==> src/tdm_port_defines.svh <==
// constants for the time-division serial port of the dual voice codec
// assumes a 10 MHz system clock; included by the design file
`ifndef TDM_PORT_DEFINES_SVH
`define TDM_PORT_DEFINES_SVH

`define SYS_PERIOD_NS 100
`define BCLK_HALF_8K_NS 200
`define BCLK_HALF_16K_NS 100
`define BCLK_HALF_8K_CYC ((`BCLK_HALF_8K_NS + `SYS_PERIOD_NS - 1) / `SYS_PERIOD_NS)
`define BCLK_HALF_16K_CYC ((`BCLK_HALF_16K_NS + `SYS_PERIOD_NS - 1) / `SYS_PERIOD_NS)
`define BITS_PER_FRAME 256
`define LAST_BIT 8'hFF
`define SLOT_LAST_BIT 4'hF
`define COMP_LAST_BIT 4'h7
`define CTRL_SLOT_A 4'h0
`define CTRL_SLOT_B 4'h1
`define FIRST_DATA_SLOT 4'h2
`define I2C_ADDR_FIXED 5'h1C
`define ATTEN_MAX 3'h6
`define FIFO_DEPTH 16
`define WORD_BITS 16

`endif

==> src/tdm_port_pkg.sv <==
// types shared by the serial port and its testbench
// constants live in the defines header
package tdm_port_pkg;

    // what a bit position of the frame belongs to
    typedef enum logic [1:0] {
        SK_IDLE = 2'b00,
        SK_CTRL = 2'b01,
        SK_CH1 = 2'b10,
        SK_CH2 = 2'b11
    } slot_kind_e;

    // one sample with its codec channel (0 = codec 1)
    typedef struct packed {
        logic chan;
        logic [15:0] data;
    } sample_s;

endpackage

==> src/tdm_serial_port.sv <==
// time-division serial port of a dual voice codec, with its adc sample buffer
// assumes pins arrive asynchronously; the board resolves the three-state wires
//
// What this block does
// - bus address is 11100 plus both straps
// - straps choose this device's two slots
// - master bit clock is 256 per frame
// - receive sampled on falling edge, own slots
// - transmit launched on rising edge, own slots
// - transmit line released outside own slots
// - codec one first slot, codec two second
// - marker high at rise starts slot zero
// - only master drives the frame marker
// - receive carries dac/control, transmit carries adc
// - words 16-bit linear or 8-bit companded
// - four devices share bus, eight channels
// - adc attenuation 0 to -36 dB digital, linear words only
// - 8 or 16 kHz frame rate; the code gives 1024 or 512 system cycles per frame, about 9.8 or 19.5 kHz
// - control select high ignores slots 0,1
// - role pin high means master
// - reset low restores defaults
// - all clocks derived from system clock
`timescale 1ns/10ps
`include "tdm_port_defines.svh"

// sample buffer: width and depth shape the storage
module tdm_sample_fifo #(
    parameter int WIDTH = 17,
    parameter int DEPTH = `FIFO_DEPTH
) (
    input wire logic clk,
    input wire logic rst_n,
    // fill side
    input wire logic in_valid,
    output logic in_ready,
    input wire logic [WIDTH-1:0] in_data,
    // drain side
    output logic out_valid,
    input wire logic out_ready,
    output logic [WIDTH-1:0] out_data
);
    localparam int AW = $clog2(DEPTH);
    logic [WIDTH-1:0] mem [DEPTH]; // storage words
    logic [AW:0] wr_q; // write pointer, extra wrap bit
    logic [AW:0] rd_q; // read pointer, extra wrap bit
    logic push;
    logic pop;

    assign in_ready = (wr_q[AW] == rd_q[AW]) || (wr_q[AW-1:0] != rd_q[AW-1:0]);
    assign out_valid = (wr_q != rd_q);
    assign out_data = mem[rd_q[AW-1:0]];
    assign push = in_valid && in_ready;
    assign pop = out_valid && out_ready;

    // storage write, no reset needed on data
    always_ff @(posedge clk) begin
        if (push) begin
            mem[wr_q[AW-1:0]] <= in_data;
        end
    end

    // pointers
    always_ff @(posedge clk or negedge rst_n) begin
        if (!rst_n) begin
            wr_q <= '0;
            rd_q <= '0;
        end else begin
            if (push) begin
                wr_q <= wr_q + 1'b1;
            end
            if (pop) begin
                rd_q <= rd_q + 1'b1;
            end
        end
    end
endmodule

module tdm_serial_port
    import tdm_port_pkg::*;
(
    // system
    input wire logic CLK_SYS,
    input wire logic RST_N,
    // straps and mode pins
    input wire logic SLOT_ADDR_STRAP_HI,
    input wire logic SLOT_ADDR_STRAP_LO,
    input wire logic ROLE_MASTER,
    input wire logic CTRL_SEL_I2C,
    input wire logic COMPAND_8BIT,
    input wire logic RATE_16K,
    // adc attenuation, 6 dB per step, 0..6
    input wire logic [2:0] ATTEN_CH1,
    input wire logic [2:0] ATTEN_CH2,
    // serial link pins
    input wire logic BCLK_I,
    output logic BCLK_O,
    output logic BCLK_OE_N,
    input wire logic FRAME_MARKER_I,
    output logic FRAME_MARKER_O,
    output logic FRAME_MARKER_OE_N,
    input wire logic DIN,
    output logic DOUT_O,
    output logic DOUT_OE_N,
    // adc samples in
    input wire logic ADC_VALID,
    output logic ADC_READY,
    input wire sample_s ADC_SAMPLE,
    // dac samples out
    output logic DAC_STB,
    output sample_s DAC_SAMPLE,
    // control words from slots 0 and 1
    output logic CTRL_STB,
    output sample_s CTRL_WORD,
    // bus address for the control interface
    output logic [6:0] I2C_ADDR
);
    localparam int NPIN = 9;
    logic [NPIN-1:0] pin_raw; // asynchronous pins
    logic [NPIN-1:0] sync1_q; // first stage, read only by second
    logic [NPIN-1:0] sync2_q; // safe copies
    logic bclk_prev_q; // previous bit clock: own clock as master, synced pin as slave
    logic strap_done_q; // straps captured once
    logic [1:0] strap_q; // captured slot address
    logic [1:0] strap_wait_q; // edges until the synced straps settle
    logic [2:0] div_q; // master half-period counter
    logic [2:0] half_cyc; // selected half period
    logic bclk_q; // master bit clock
    logic rise_p; // bit clock rising, one cycle
    logic fall_p; // bit clock falling, one cycle
    logic fm_s; // frame marker as seen
    logic fm_q; // master frame marker
    logic master; // role
    logic framed_q; // a frame has started
    logic [7:0] bit_q; // bit position in frame
    logic [7:0] bit_nxt;
    slot_kind_e kind_now;
    slot_kind_e kind_nxt;
    logic [15:0] tx_sh_q; // transmit shift
    logic [15:0] rx_sh_q; // receive shift
    logic [15:0] hold_q [2]; // adc holding word per channel
    logic [1:0] hold_v_q; // holding word valid
    sample_s fifo_out;
    logic fifo_valid;
    logic fifo_pop;
    logic [3:0] word_last; // last bit index of a word

    assign pin_raw = {BCLK_I, FRAME_MARKER_I, DIN, SLOT_ADDR_STRAP_HI, SLOT_ADDR_STRAP_LO,
                      ROLE_MASTER, CTRL_SEL_I2C, COMPAND_8BIT, RATE_16K};

    // two-flop synchroniser per pin
    genvar gi;
    generate
        for (gi = 0; gi < NPIN; gi++) begin : g_sync
            always_ff @(posedge CLK_SYS or negedge RST_N) begin
                if (!RST_N) begin
                    sync1_q[gi] <= 1'b0;
                    sync2_q[gi] <= 1'b0;
                end else begin
                    sync1_q[gi] <= pin_raw[gi];
                    sync2_q[gi] <= sync1_q[gi];
                end
            end
        end
    endgenerate

    assign master = sync2_q[3];
    assign word_last = sync2_q[1] ? `COMP_LAST_BIT : `SLOT_LAST_BIT;

    // slot classification from bit position; slots 0,1 only when serial control
    function automatic slot_kind_e kind_of(input logic [7:0] pos, input logic [1:0] st, input logic i2c);
        logic [3:0] slot;
        logic [3:0] base;
        slot = pos[7:4];
        base = `FIRST_DATA_SLOT + {1'b0, st, 1'b0};
        if (slot == base) begin
            kind_of = SK_CH1;
        end else if (slot == base + 4'h1) begin
            kind_of = SK_CH2;
        end else if (!i2c && (slot == `CTRL_SLOT_A || slot == `CTRL_SLOT_B)) begin
            kind_of = SK_CTRL;
        end else begin
            kind_of = SK_IDLE;
        end
    endfunction

    // straps sampled once, after the synchroniser has filled; a moving strap would move slots
    always_ff @(posedge CLK_SYS or negedge RST_N) begin
        if (!RST_N) begin
            strap_done_q <= 1'b0;
            strap_wait_q <= 2'h0;
            strap_q <= 2'h0;
        end else if (!strap_done_q) begin
            if (strap_wait_q == 2'h2) begin
                strap_done_q <= 1'b1;
                strap_q <= sync2_q[5:4];
            end else begin
                strap_wait_q <= strap_wait_q + 2'h1;
            end
        end
    end

    // bus address output
    always_ff @(posedge CLK_SYS or negedge RST_N) begin
        if (!RST_N) begin
            I2C_ADDR <= 7'h00;
        end else begin
            I2C_ADDR <= {`I2C_ADDR_FIXED, strap_q};
        end
    end

    // master bit clock divider from the system clock
    assign half_cyc = sync2_q[0] ? 3'(`BCLK_HALF_16K_CYC) : 3'(`BCLK_HALF_8K_CYC);
    always_ff @(posedge CLK_SYS or negedge RST_N) begin
        if (!RST_N) begin
            div_q <= 3'h0;
            bclk_q <= 1'b0;
        end else if (!master || div_q + 3'h1 >= half_cyc) begin
            div_q <= 3'h0;
            bclk_q <= master ? !bclk_q : 1'b0;
        end else begin
            div_q <= div_q + 3'h1;
        end
    end

    // edge pulses: own clock as master, synced pin as slave
    always_ff @(posedge CLK_SYS or negedge RST_N) begin
        if (!RST_N) begin
            bclk_prev_q <= 1'b0;
        end else begin
            bclk_prev_q <= master ? bclk_q : sync2_q[8];
        end
    end
    assign rise_p = master ? (bclk_q && !bclk_prev_q) : (sync2_q[8] && !bclk_prev_q);
    assign fall_p = master ? (!bclk_q && bclk_prev_q) : (!sync2_q[8] && bclk_prev_q);
    assign fm_s = master ? fm_q : sync2_q[7];

    // bit counter; marker high at a rise restarts the frame
    assign bit_nxt = fm_s ? 8'h00 : bit_q + 8'h01;
    assign kind_now = kind_of(bit_q, strap_q, sync2_q[2]);
    assign kind_nxt = kind_of(bit_nxt, strap_q, sync2_q[2]);
    always_ff @(posedge CLK_SYS or negedge RST_N) begin
        if (!RST_N) begin
            bit_q <= `LAST_BIT;
            framed_q <= 1'b0;
        end else if (rise_p) begin
            bit_q <= bit_nxt;
            if (fm_s) begin
                framed_q <= 1'b1;
            end
        end
    end

    // master marker: raised on the fall in bit 255, dropped on the fall in bit 0
    always_ff @(posedge CLK_SYS or negedge RST_N) begin
        if (!RST_N) begin
            fm_q <= 1'b0;
        end else if (!master) begin
            fm_q <= 1'b0;
        end else if (fall_p) begin
            fm_q <= (bit_q == `LAST_BIT);
        end
    end

    // marker and bit clock pins; slaves never drive them
    always_ff @(posedge CLK_SYS or negedge RST_N) begin
        if (!RST_N) begin
            FRAME_MARKER_O <= 1'b0;
            FRAME_MARKER_OE_N <= 1'b1;
            BCLK_O <= 1'b0;
            BCLK_OE_N <= 1'b1;
        end else begin
            FRAME_MARKER_O <= fm_q;
            FRAME_MARKER_OE_N <= !master;
            BCLK_O <= bclk_q;
            BCLK_OE_N <= !master;
        end
    end

    // adc buffer; back-pressure reaches the sample source through ADC_READY
    tdm_sample_fifo #(.WIDTH(17), .DEPTH(`FIFO_DEPTH)) u_fifo (
        .clk(CLK_SYS),
        .rst_n(RST_N),
        .in_valid(ADC_VALID),
        .in_ready(ADC_READY),
        .in_data(ADC_SAMPLE),
        .out_valid(fifo_valid),
        .out_ready(fifo_pop),
        .out_data(fifo_out)
    );
    // buffer stalls while the channel's holding word is still unsent
    assign fifo_pop = fifo_valid && !hold_v_q[fifo_out.chan];

    // holding words; attenuation is a shift after conversion, so clipping stays
    always_ff @(posedge CLK_SYS or negedge RST_N) begin
        if (!RST_N) begin
            hold_q[0] <= 16'h0000;
            hold_q[1] <= 16'h0000;
            hold_v_q <= 2'h0;
        end else begin
            if (rise_p && bit_nxt[3:0] == 4'h0 && kind_nxt == SK_CH1) begin
                hold_v_q[0] <= 1'b0;
            end
            if (rise_p && bit_nxt[3:0] == 4'h0 && kind_nxt == SK_CH2) begin
                hold_v_q[1] <= 1'b0;
            end
            if (fifo_pop) begin
                hold_v_q[fifo_out.chan] <= 1'b1;
                if (sync2_q[1]) begin
                    hold_q[fifo_out.chan] <= fifo_out.data; // companded bytes pass untouched
                end else begin
                    hold_q[fifo_out.chan] <= $signed(fifo_out.data) >>> (fifo_out.chan ?
                        ((ATTEN_CH2 > `ATTEN_MAX) ? `ATTEN_MAX : ATTEN_CH2) :
                        ((ATTEN_CH1 > `ATTEN_MAX) ? `ATTEN_MAX : ATTEN_CH1));
                end
            end
        end
    end

    // transmit: launch on rise in own data slots, release elsewhere
    always_ff @(posedge CLK_SYS or negedge RST_N) begin
        if (!RST_N) begin
            tx_sh_q <= 16'h0000;
            DOUT_O <= 1'b0;
            DOUT_OE_N <= 1'b1;
        end else if (rise_p) begin
            if ((framed_q || fm_s) && (kind_nxt == SK_CH1 || kind_nxt == SK_CH2)) begin
                DOUT_OE_N <= 1'b0;
                if (bit_nxt[3:0] == 4'h0) begin
                    // empty holding word sends silence
                    logic [15:0] w;
                    w = hold_v_q[kind_nxt == SK_CH2] ? hold_q[kind_nxt == SK_CH2] : 16'h0000;
                    if (sync2_q[1]) begin
                        w = {w[7:0], 8'h00};
                    end
                    DOUT_O <= w[15];
                    tx_sh_q <= {w[14:0], 1'b0};
                end else begin
                    DOUT_O <= tx_sh_q[15];
                    tx_sh_q <= {tx_sh_q[14:0], 1'b0};
                end
            end else begin
                DOUT_O <= 1'b0;
                DOUT_OE_N <= 1'b1;
            end
        end
    end

    // receive: sample on fall in own slots, deliver at last bit of word
    always_ff @(posedge CLK_SYS or negedge RST_N) begin
        if (!RST_N) begin
            rx_sh_q <= 16'h0000;
            DAC_STB <= 1'b0;
            DAC_SAMPLE <= '0;
            CTRL_STB <= 1'b0;
            CTRL_WORD <= '0;
        end else begin
            DAC_STB <= 1'b0;
            CTRL_STB <= 1'b0;
            if (fall_p && framed_q && kind_now != SK_IDLE && bit_q[3:0] <= word_last) begin
                rx_sh_q <= {rx_sh_q[14:0], sync2_q[6]};
                if (bit_q[3:0] == word_last) begin
                    if (kind_now == SK_CTRL) begin
                        CTRL_STB <= 1'b1;
                        CTRL_WORD <= '{chan: bit_q[4], data: {rx_sh_q[14:0], sync2_q[6]}};
                    end else begin
                        DAC_STB <= 1'b1;
                        DAC_SAMPLE <= '{chan: (kind_now == SK_CH2),
                            data: sync2_q[1] ? {8'h00, rx_sh_q[6:0], sync2_q[6]} : {rx_sh_q[14:0], sync2_q[6]}};
                    end
                end
            end
        end
    end
endmodule

==> config.mk <==
export PLATFORM = sky130hd
export DESIGN_NAME = tdm_serial_port
export DESIGN_NICKNAME = d
export VERILOG_FILES = /design/src/tdm_port_pkg.sv /design/src/tdm_serial_port.sv
export VERILOG_INCLUDE_DIRS = /design/src /design/src/src
export SDC_FILE = /design/constraint.sdc
export NUM_CORES = 1
export LEC_CHECK = 0
export BUFFER_PORTS_ARGS = -buffer_cell sky130_fd_sc_hd__buf_2
export CORE_MARGIN = 4
export CORE_UTILIZATION = 59
export CTS_CLUSTER_DIAMETER = 60
export DETAILED_ROUTE_END_ITERATION = 16
export GPL_TIMING_DRIVEN = 0
export HOLD_SLACK_MARGIN = 0.06
export PLACE_DENSITY = 0.76
export SLEW_MARGIN = 15
export SYNTH_ARGS = -nofsm -noshare
export SYNTH_HDL_FRONTEND = slang
export SYNTH_SLANG_ARGS = --single-unit
export TNS_END_PERCENT = 5
==> constraint.sdc <==
create_clock -name CLK_SYS -period 4.21 [get_ports CLK_SYS]
set_input_delay 0.6315 -clock CLK_SYS [delete_from_list [all_inputs] [get_ports CLK_SYS]]
set_output_delay 0.6315 -clock CLK_SYS [all_outputs]
set_load 0.02 [all_outputs]
==> out/results.ini, run 1 <==
[floorplanning]
core.rowCount = 63
die_area_um2 = 33600
io_pins = 85
core_area_um2 = 30000
start_util_pct = 60.5
die_x_um = 183
dieHeight_um = 183

[grt]
grt_max_degree = 92
grt-ovfl-total = 0
grt_pass1_wl_um = 64000
antenna_found_initial = 0
track_usage_pct = 24.8
grt_pass1_vias = 10900

[synthesis]
ys_top_cells_by_area = edfxtp_1 45%, dfrtp_1 20%, mux4_2 8.6%
yosys_most_used_dff = edfxtp_1
yosysWarnings = 0
yosysTopAreaCellShare_pct = 45.1
synth_edf_count = 272
avgSynthCellArea_um2 = 15.1
ys_ff_latch = 428
synth_top_area_cell = edfxtp_1
yosysMostFrequentCell = edfxtp_1
yosysUniqueCellTypes = 69
synth_cells = 1200
ys_seq_area_share_pct = 66.7
syn_area_um2 = 18100
synthArstFlopShare_pct = 36.4
synth_commonest_cells = 272 x edfxtp_1, 153 x nand2_1, 146 x dfrtp_1

[clock_network]
cts_htree_levels = 2
post-cts-setup-buffer-count = 0
cts_made_buffers = 44
cts_sinks = 428
clockBufferDepth = 3
root_buffer = clkbuf_16
clk_pin_slew_ps = 60
cts_tree = built
clock_latency_ps = 570

[sta]
slew_headroom_pct = 36.1
grt_setup_unrepaired = false
period_share_pct = 94.8
drv_slew = 0
fmax_mhz = 251
whs_ps = 201
setup_viol = 0
skew_ps = 44.0
tightest_slew_ps = 959
period_minus_slack_ps = 3990
hold_viol_final = 0

[critical_path]
reg2reg_from = u_fifo.rd_q[3]
crit_slowest_cell = buf_1
cp_max_fo = 10
rrSetupSlack_ps = 220
worst-setup-path-type = register to register
worstPathArrival_ps = 4470
critPathLaunch = u_fifo.rd_q[3]
end_kind = register
slowest_delay_ps = 770
cp_common_cell = nand3_1
cp-start-kind = register
r2r.worst_path.cells = 9
required_ps = 4690
cp_top_family = buffers and inverters
path_cells = clkbuf_1 -> buf_2 -> buf_1 -> mux2i_1 -> o211ai_1 -> nand3_1 -> nand3_1 -> a31oi_1 -> mux2_2
r2r_end = hold_q[0]
cp_num_buf_inv = 3

[layout]
layout.nets = 1387
antennaDiodeCount = 0
drive_gt1_share_pct = 24.8
stdcell_count = 1762
area_growth_pct = 14.1
fillCellCount = 2006
multi_input_comb_area_um2 = 5790
seqCellArea_um2 = 12100
final_util_pct = 69.1

[place]
numPlacedInstances = 1683
place_congestion = 0.910
dpl.hpwl_um = 26400
numPortBuffers = 82

[min_path]
hold_end = sync1_q[6]
worstHoldPathType = input pin to register
hold_start = DIN
hold_depth = 1

[pwr]
powerDensity_nw_per_um2 = 685
ir_drop_uv = 460
leakagePower_nw = 8.05

[routing]
firstDrtPassIters = 6
avgViaCountPerCell = 6.19
wl_per_cell_um = 23.4
drc_errors = 0
antenna_left = 0
drtIter0Drc = 1140
totalWireLength_um = 41200
via_count = 10900

[flow_run]
cap_violations = 0

[outcome]
outcome = finished, final reports clean

## through the flow
step | total power [mW] | area (um2) | setup TNS [ps] | setup WS, ps
CTS | 14.2 | 20700 | 0 | 305
global placement | 10.2 | 19000 | -99820 | -1330
finish | 14.2 | 20700 | 0 | 220
floorplan | 8.87 | 18100 | 0 | 713
global route | 14.8 | 20700 | 0 | 118
detailed placement | 10.4 | 19300 | 0 | 371
## layer usage
metal	track usage, %	vias up	routed length (um)	share of wire (%)
li1	-	4836	-	-
met1	34.5	5520	16500	40
met2	41.3	473	20500	50
met3	3.59	86	2860	7.0
met4	8.16	0	1330	3.2
met5	0	-	0	0
## report_power, final
part	total (mW)	internal [mW]	switching, mW
registers	5.38	5.10	0.284
logic	5.01	1.97	3.04
clock network	3.78	2.21	1.58
total	14.2	9.27	4.90
## state kept, by name, indices dropped and copies added (netlist names), 8 cells and up, named ones only
register    cells
sync2_q         8
sync1_q         9
hold_q         30
CTRL_WORD      17
DAC_SAMPLE     17
rx_sh_q        15
tx_sh_q        15
u_fifo.mem    272
bit_q           8
## cell families (layout without fill, tap and decap cells)
kind of cell | after synthesis | count (layout) | synth area share (%)
simple gates | 322 | 322 | 8.19
buf+inv | 85 | 255 | 2.10
other cells | 2 | 4 | 0.0414
xor+xnor | 21 | 21 | 1.09
fa+ha+maj | 12 | 12 | 0.828
flops | 428 | 428 | 66.7
compound gates | 141 | 141 | 5.54
mux | 189 | 189 | 15.6
## layout make-up
cell class,instances,share of cell area (%)
sequential,428,58.4
clock inverter,16,1.03
buffer,69,1.55
timing repair buffer,92,2.54
tap,390,2.36
inverter,16,0.290
multi-input combinational,689,28.0
clock buffer,62,5.84
## how the worst max path moves through the flow
stage	end	cells after the start	slack (ps)
CTS	hold_q[0]	9	300
global placement	u_fifo.mem[3][6]	9	-1330
global route	hold_q[16]	9	120
detailed placement	hold_q[0]	9	370
floorplan	u_fifo.mem[3][0]	9	710
finish	hold_q[0]	9	220
## layout by cell type (no fill, tap or decap), drive strengths merged, types with 12 or more instances in the layout
cell type  synthesis  final
dfrtp            146    146
nand3             36     36
mux2              41     41
ha                12     12
nor3              16     16
clkbuf            28     90
o31ai             19     19
inv               14     16
nor2              49     49
and2              14     14
edfxtp           272    272
buf               41    132
mux2i             79     79
o21ai             39     39
mux4              69     69
a21oi             14     14
o211ai            18     18
nand2            154    154
## what timing repair did
action | CTS | global route
hold endpoints to repair | 53 | 0
hold buffers | 1 | 0
resized for setup | 0 | 0
No activity file was read; power rests on OpenSTA's default activity.
==> inputs of run 2 (changes only) <==
--- a/config.mk
+++ b/config.mk
@@ -7,6 +7,7 @@
 export NUM_CORES = 1
 export LEC_CHECK = 0
 export BUFFER_PORTS_ARGS = -buffer_cell sky130_fd_sc_hd__buf_2
+export CORE_ASPECT_RATIO = 0.9
 export CORE_MARGIN = 4
 export CORE_UTILIZATION = 59
 export CTS_CLUSTER_DIAMETER = 60
==> constraint.sdc (replaced) <==
create_clock -name CLK_SYS -period 4.21 [get_ports CLK_SYS]
set_input_delay 0.421 -clock CLK_SYS [delete_from_list [all_inputs] [get_ports CLK_SYS]]
set_output_delay 0.421 -clock CLK_SYS [all_outputs]
set_load 0.02 [all_outputs]
==> run 2 against run 1 <==
Core utilization decreased by 0.28 points. Via count decreased by 1.9%. Sequential power about the same. Die area is essentially flat. Final area is essentially flat. Sequential cell count did not move. Count of clock-buffer cells in the layout is 6 lower. Setup slack better by 340 ps. Critical path type unchanged. Combinational power decreased by 1%. First-iteration DRC count is 5.8% lower.
==> out/results.ini, run 2 (same netlist as run 1, synthesis figures left out) <==
[outcome]
outcome = finished, final reports clean

[pwr]
leakagePower_nw = 8.05
pwr-share-clk_pct = 25.9
ir_drop_uv = 440
powerDensity_nw_per_um2 = 672
intPower_mw = 9.07
comb_power_share_pct = 35.6
power_switching_share_pct = 34.8
power.switching_mw = 4.83
power_mw = 13.9
p_seq_share_pct = 38.6

[layout]
antennaDiodeCount = 0
fillCellCount = 1995
layout_common_cells = 272 x edfxtp_1, 153 x nand2_1, 146 x dfrtp_1
largest_register_ffs = 272
drive_gt1_share_pct = 24.4
area_growth_pct = 14.2
final_common_cell = edfxtp_1
stdcell_count = 1785
layout.nets = 1395

[grt]
grt_pass1_wl_um = 63600
grt_max_degree = 108
antenna_found_initial = 2
grt-ovfl-total = 0
grt_pass1_vias = 10900
track_usage_pct = 24.8

[place]
numPortBuffers = 82
place_congestion = 0.930
dpl.hpwl_um = 26400
numPlacedInstances = 1696
placement.setup.worst_slack_ps = 543

[critical_path]
crit_cells = 11
cp-start-kind = register
end_kind = register
cp_num_buf_inv = 5
crit_slowest_cell = nor3_2
path_cells = buf_2 -> buf_2 -> xor2_1 -> nor4_1 -> nand2_1 -> and2_1 -> clkbuf_1 -> nand2_1 -> nor3_2 -> buf_6 -> buf_4
worst-setup-path-type = register to register
required_ps = 4460
worstPathArrival_ps = 3900
slowest_delay_ps = 590
cp_top_family = buffers and inverters
cp_max_fo = 10
r2r.worst_path.cells = 11

[clock_network]
cts_hold_buf = 10
post-cts-setup-buffer-count = 0
cts_resized = 0
cts_sinks = 428
clk_pin_slew_ps = 60
cts_made_buffers = 43
root_buffer = clkbuf_16
cts_tree = built
cts_htree_levels = 2
clockBufferDepth = 3
clock_latency_ps = 560

[routing]
drc_errors = 0
via_count = 10700
drtIter0Drc = 1074
firstDrtPassIters = 5
avgViaCountPerCell = 6.00
antenna_left = 0
totalWireLength_um = 40400
wl_per_cell_um = 22.6

[min_path]
hold_depth = 1
worstHoldPathType = input pin to register

[sta]
drv_slew = 0
period_minus_slack_ps = 3650
grt_setup_unrepaired = false
tightest_slew_ps = 1030
skew_ps = 17.8
fin_ws_ps = 562
hold_viol_final = 0
fmax_mhz = 274
period_share_pct = 86.6
slew_headroom_pct = 30.8
setup_viol = 0
whs_ps = 230
tns_ps = 0

[floorplanning]
start_util_pct = 60.2
dieHeight_um = 174
die_area_um2 = 33600
io_pins = 85
core.rowCount = 60
die_x_um = 193
core_area_um2 = 30100

[flow_run]
cap_violations = 0

==> run 2: power groups by stage <==
stage / clock network (mW) / logic [mW] / registers (mW)
floorplan: 0 / 3.51 / 5.37
global placement: 0 / 4.77 / 5.43
detailed placement: 0 / 4.89 / 5.44
CTS: 3.64 / 4.93 / 5.36
global route: 3.86 / 5.39 / 5.42
finish: 3.60 / 4.94 / 5.36
==> run 2: layout make-up <==
| class | count | area [um2] | area share, % |
|---|---|---|---|
| sequential | 428 | 12100 | 58.4 |
| clock buffer | 56 | 1190 | 5.73 |
| tap | 403 | 504 | 2.44 |
| timing repair buffer | 101 | 612 | 2.95 |
| clock inverter | 23 | 159 | 0.767 |
| buffer | 69 | 320 | 1.55 |
| multi-input combinational | 689 | 5780 | 27.9 |
| inverter | 16 | 60.1 | 0.290 |
==> run 2: path summary, 6_finish.rpt <==
check / start / end / slack, ps
max in group asynchronous: RST_N / CTRL_WORD[10] / 2980
worst min-delay path: ADC_SAMPLE[13] / u_fifo.mem[13][13] / 230
worst min register to register: sync1_q[0] / sync2_q[0] / 350
min in group asynchronous: RST_N / hold_q[26] / 370
worst max-delay path: u_fifo.rd_q[0] / u_fifo.mem[2][3] / 560
worst max register to register: u_fifo.rd_q[0] / u_fifo.mem[2][3] / 560
==> run 2: per-layer routing <==
layer	vias up	GRT usage [%]	part of all wire (%)
met5	-	0	0.067
met4	4	7.96	3.2
met3	87	4.62	7.2
met2	407	38.8	48
met1	5356	35.9	41
li1	4850	-	-
==> run 2: through the flow <==
step	area (um2)	util (%)
2_1_floorplan	18100	-
3_3_place_gp	19000	63.3
3_5_place_dp	19300	64.0
4_1_cts	20700	68.8
5_1_grt	20700	68.8
6_report	20700	68.8
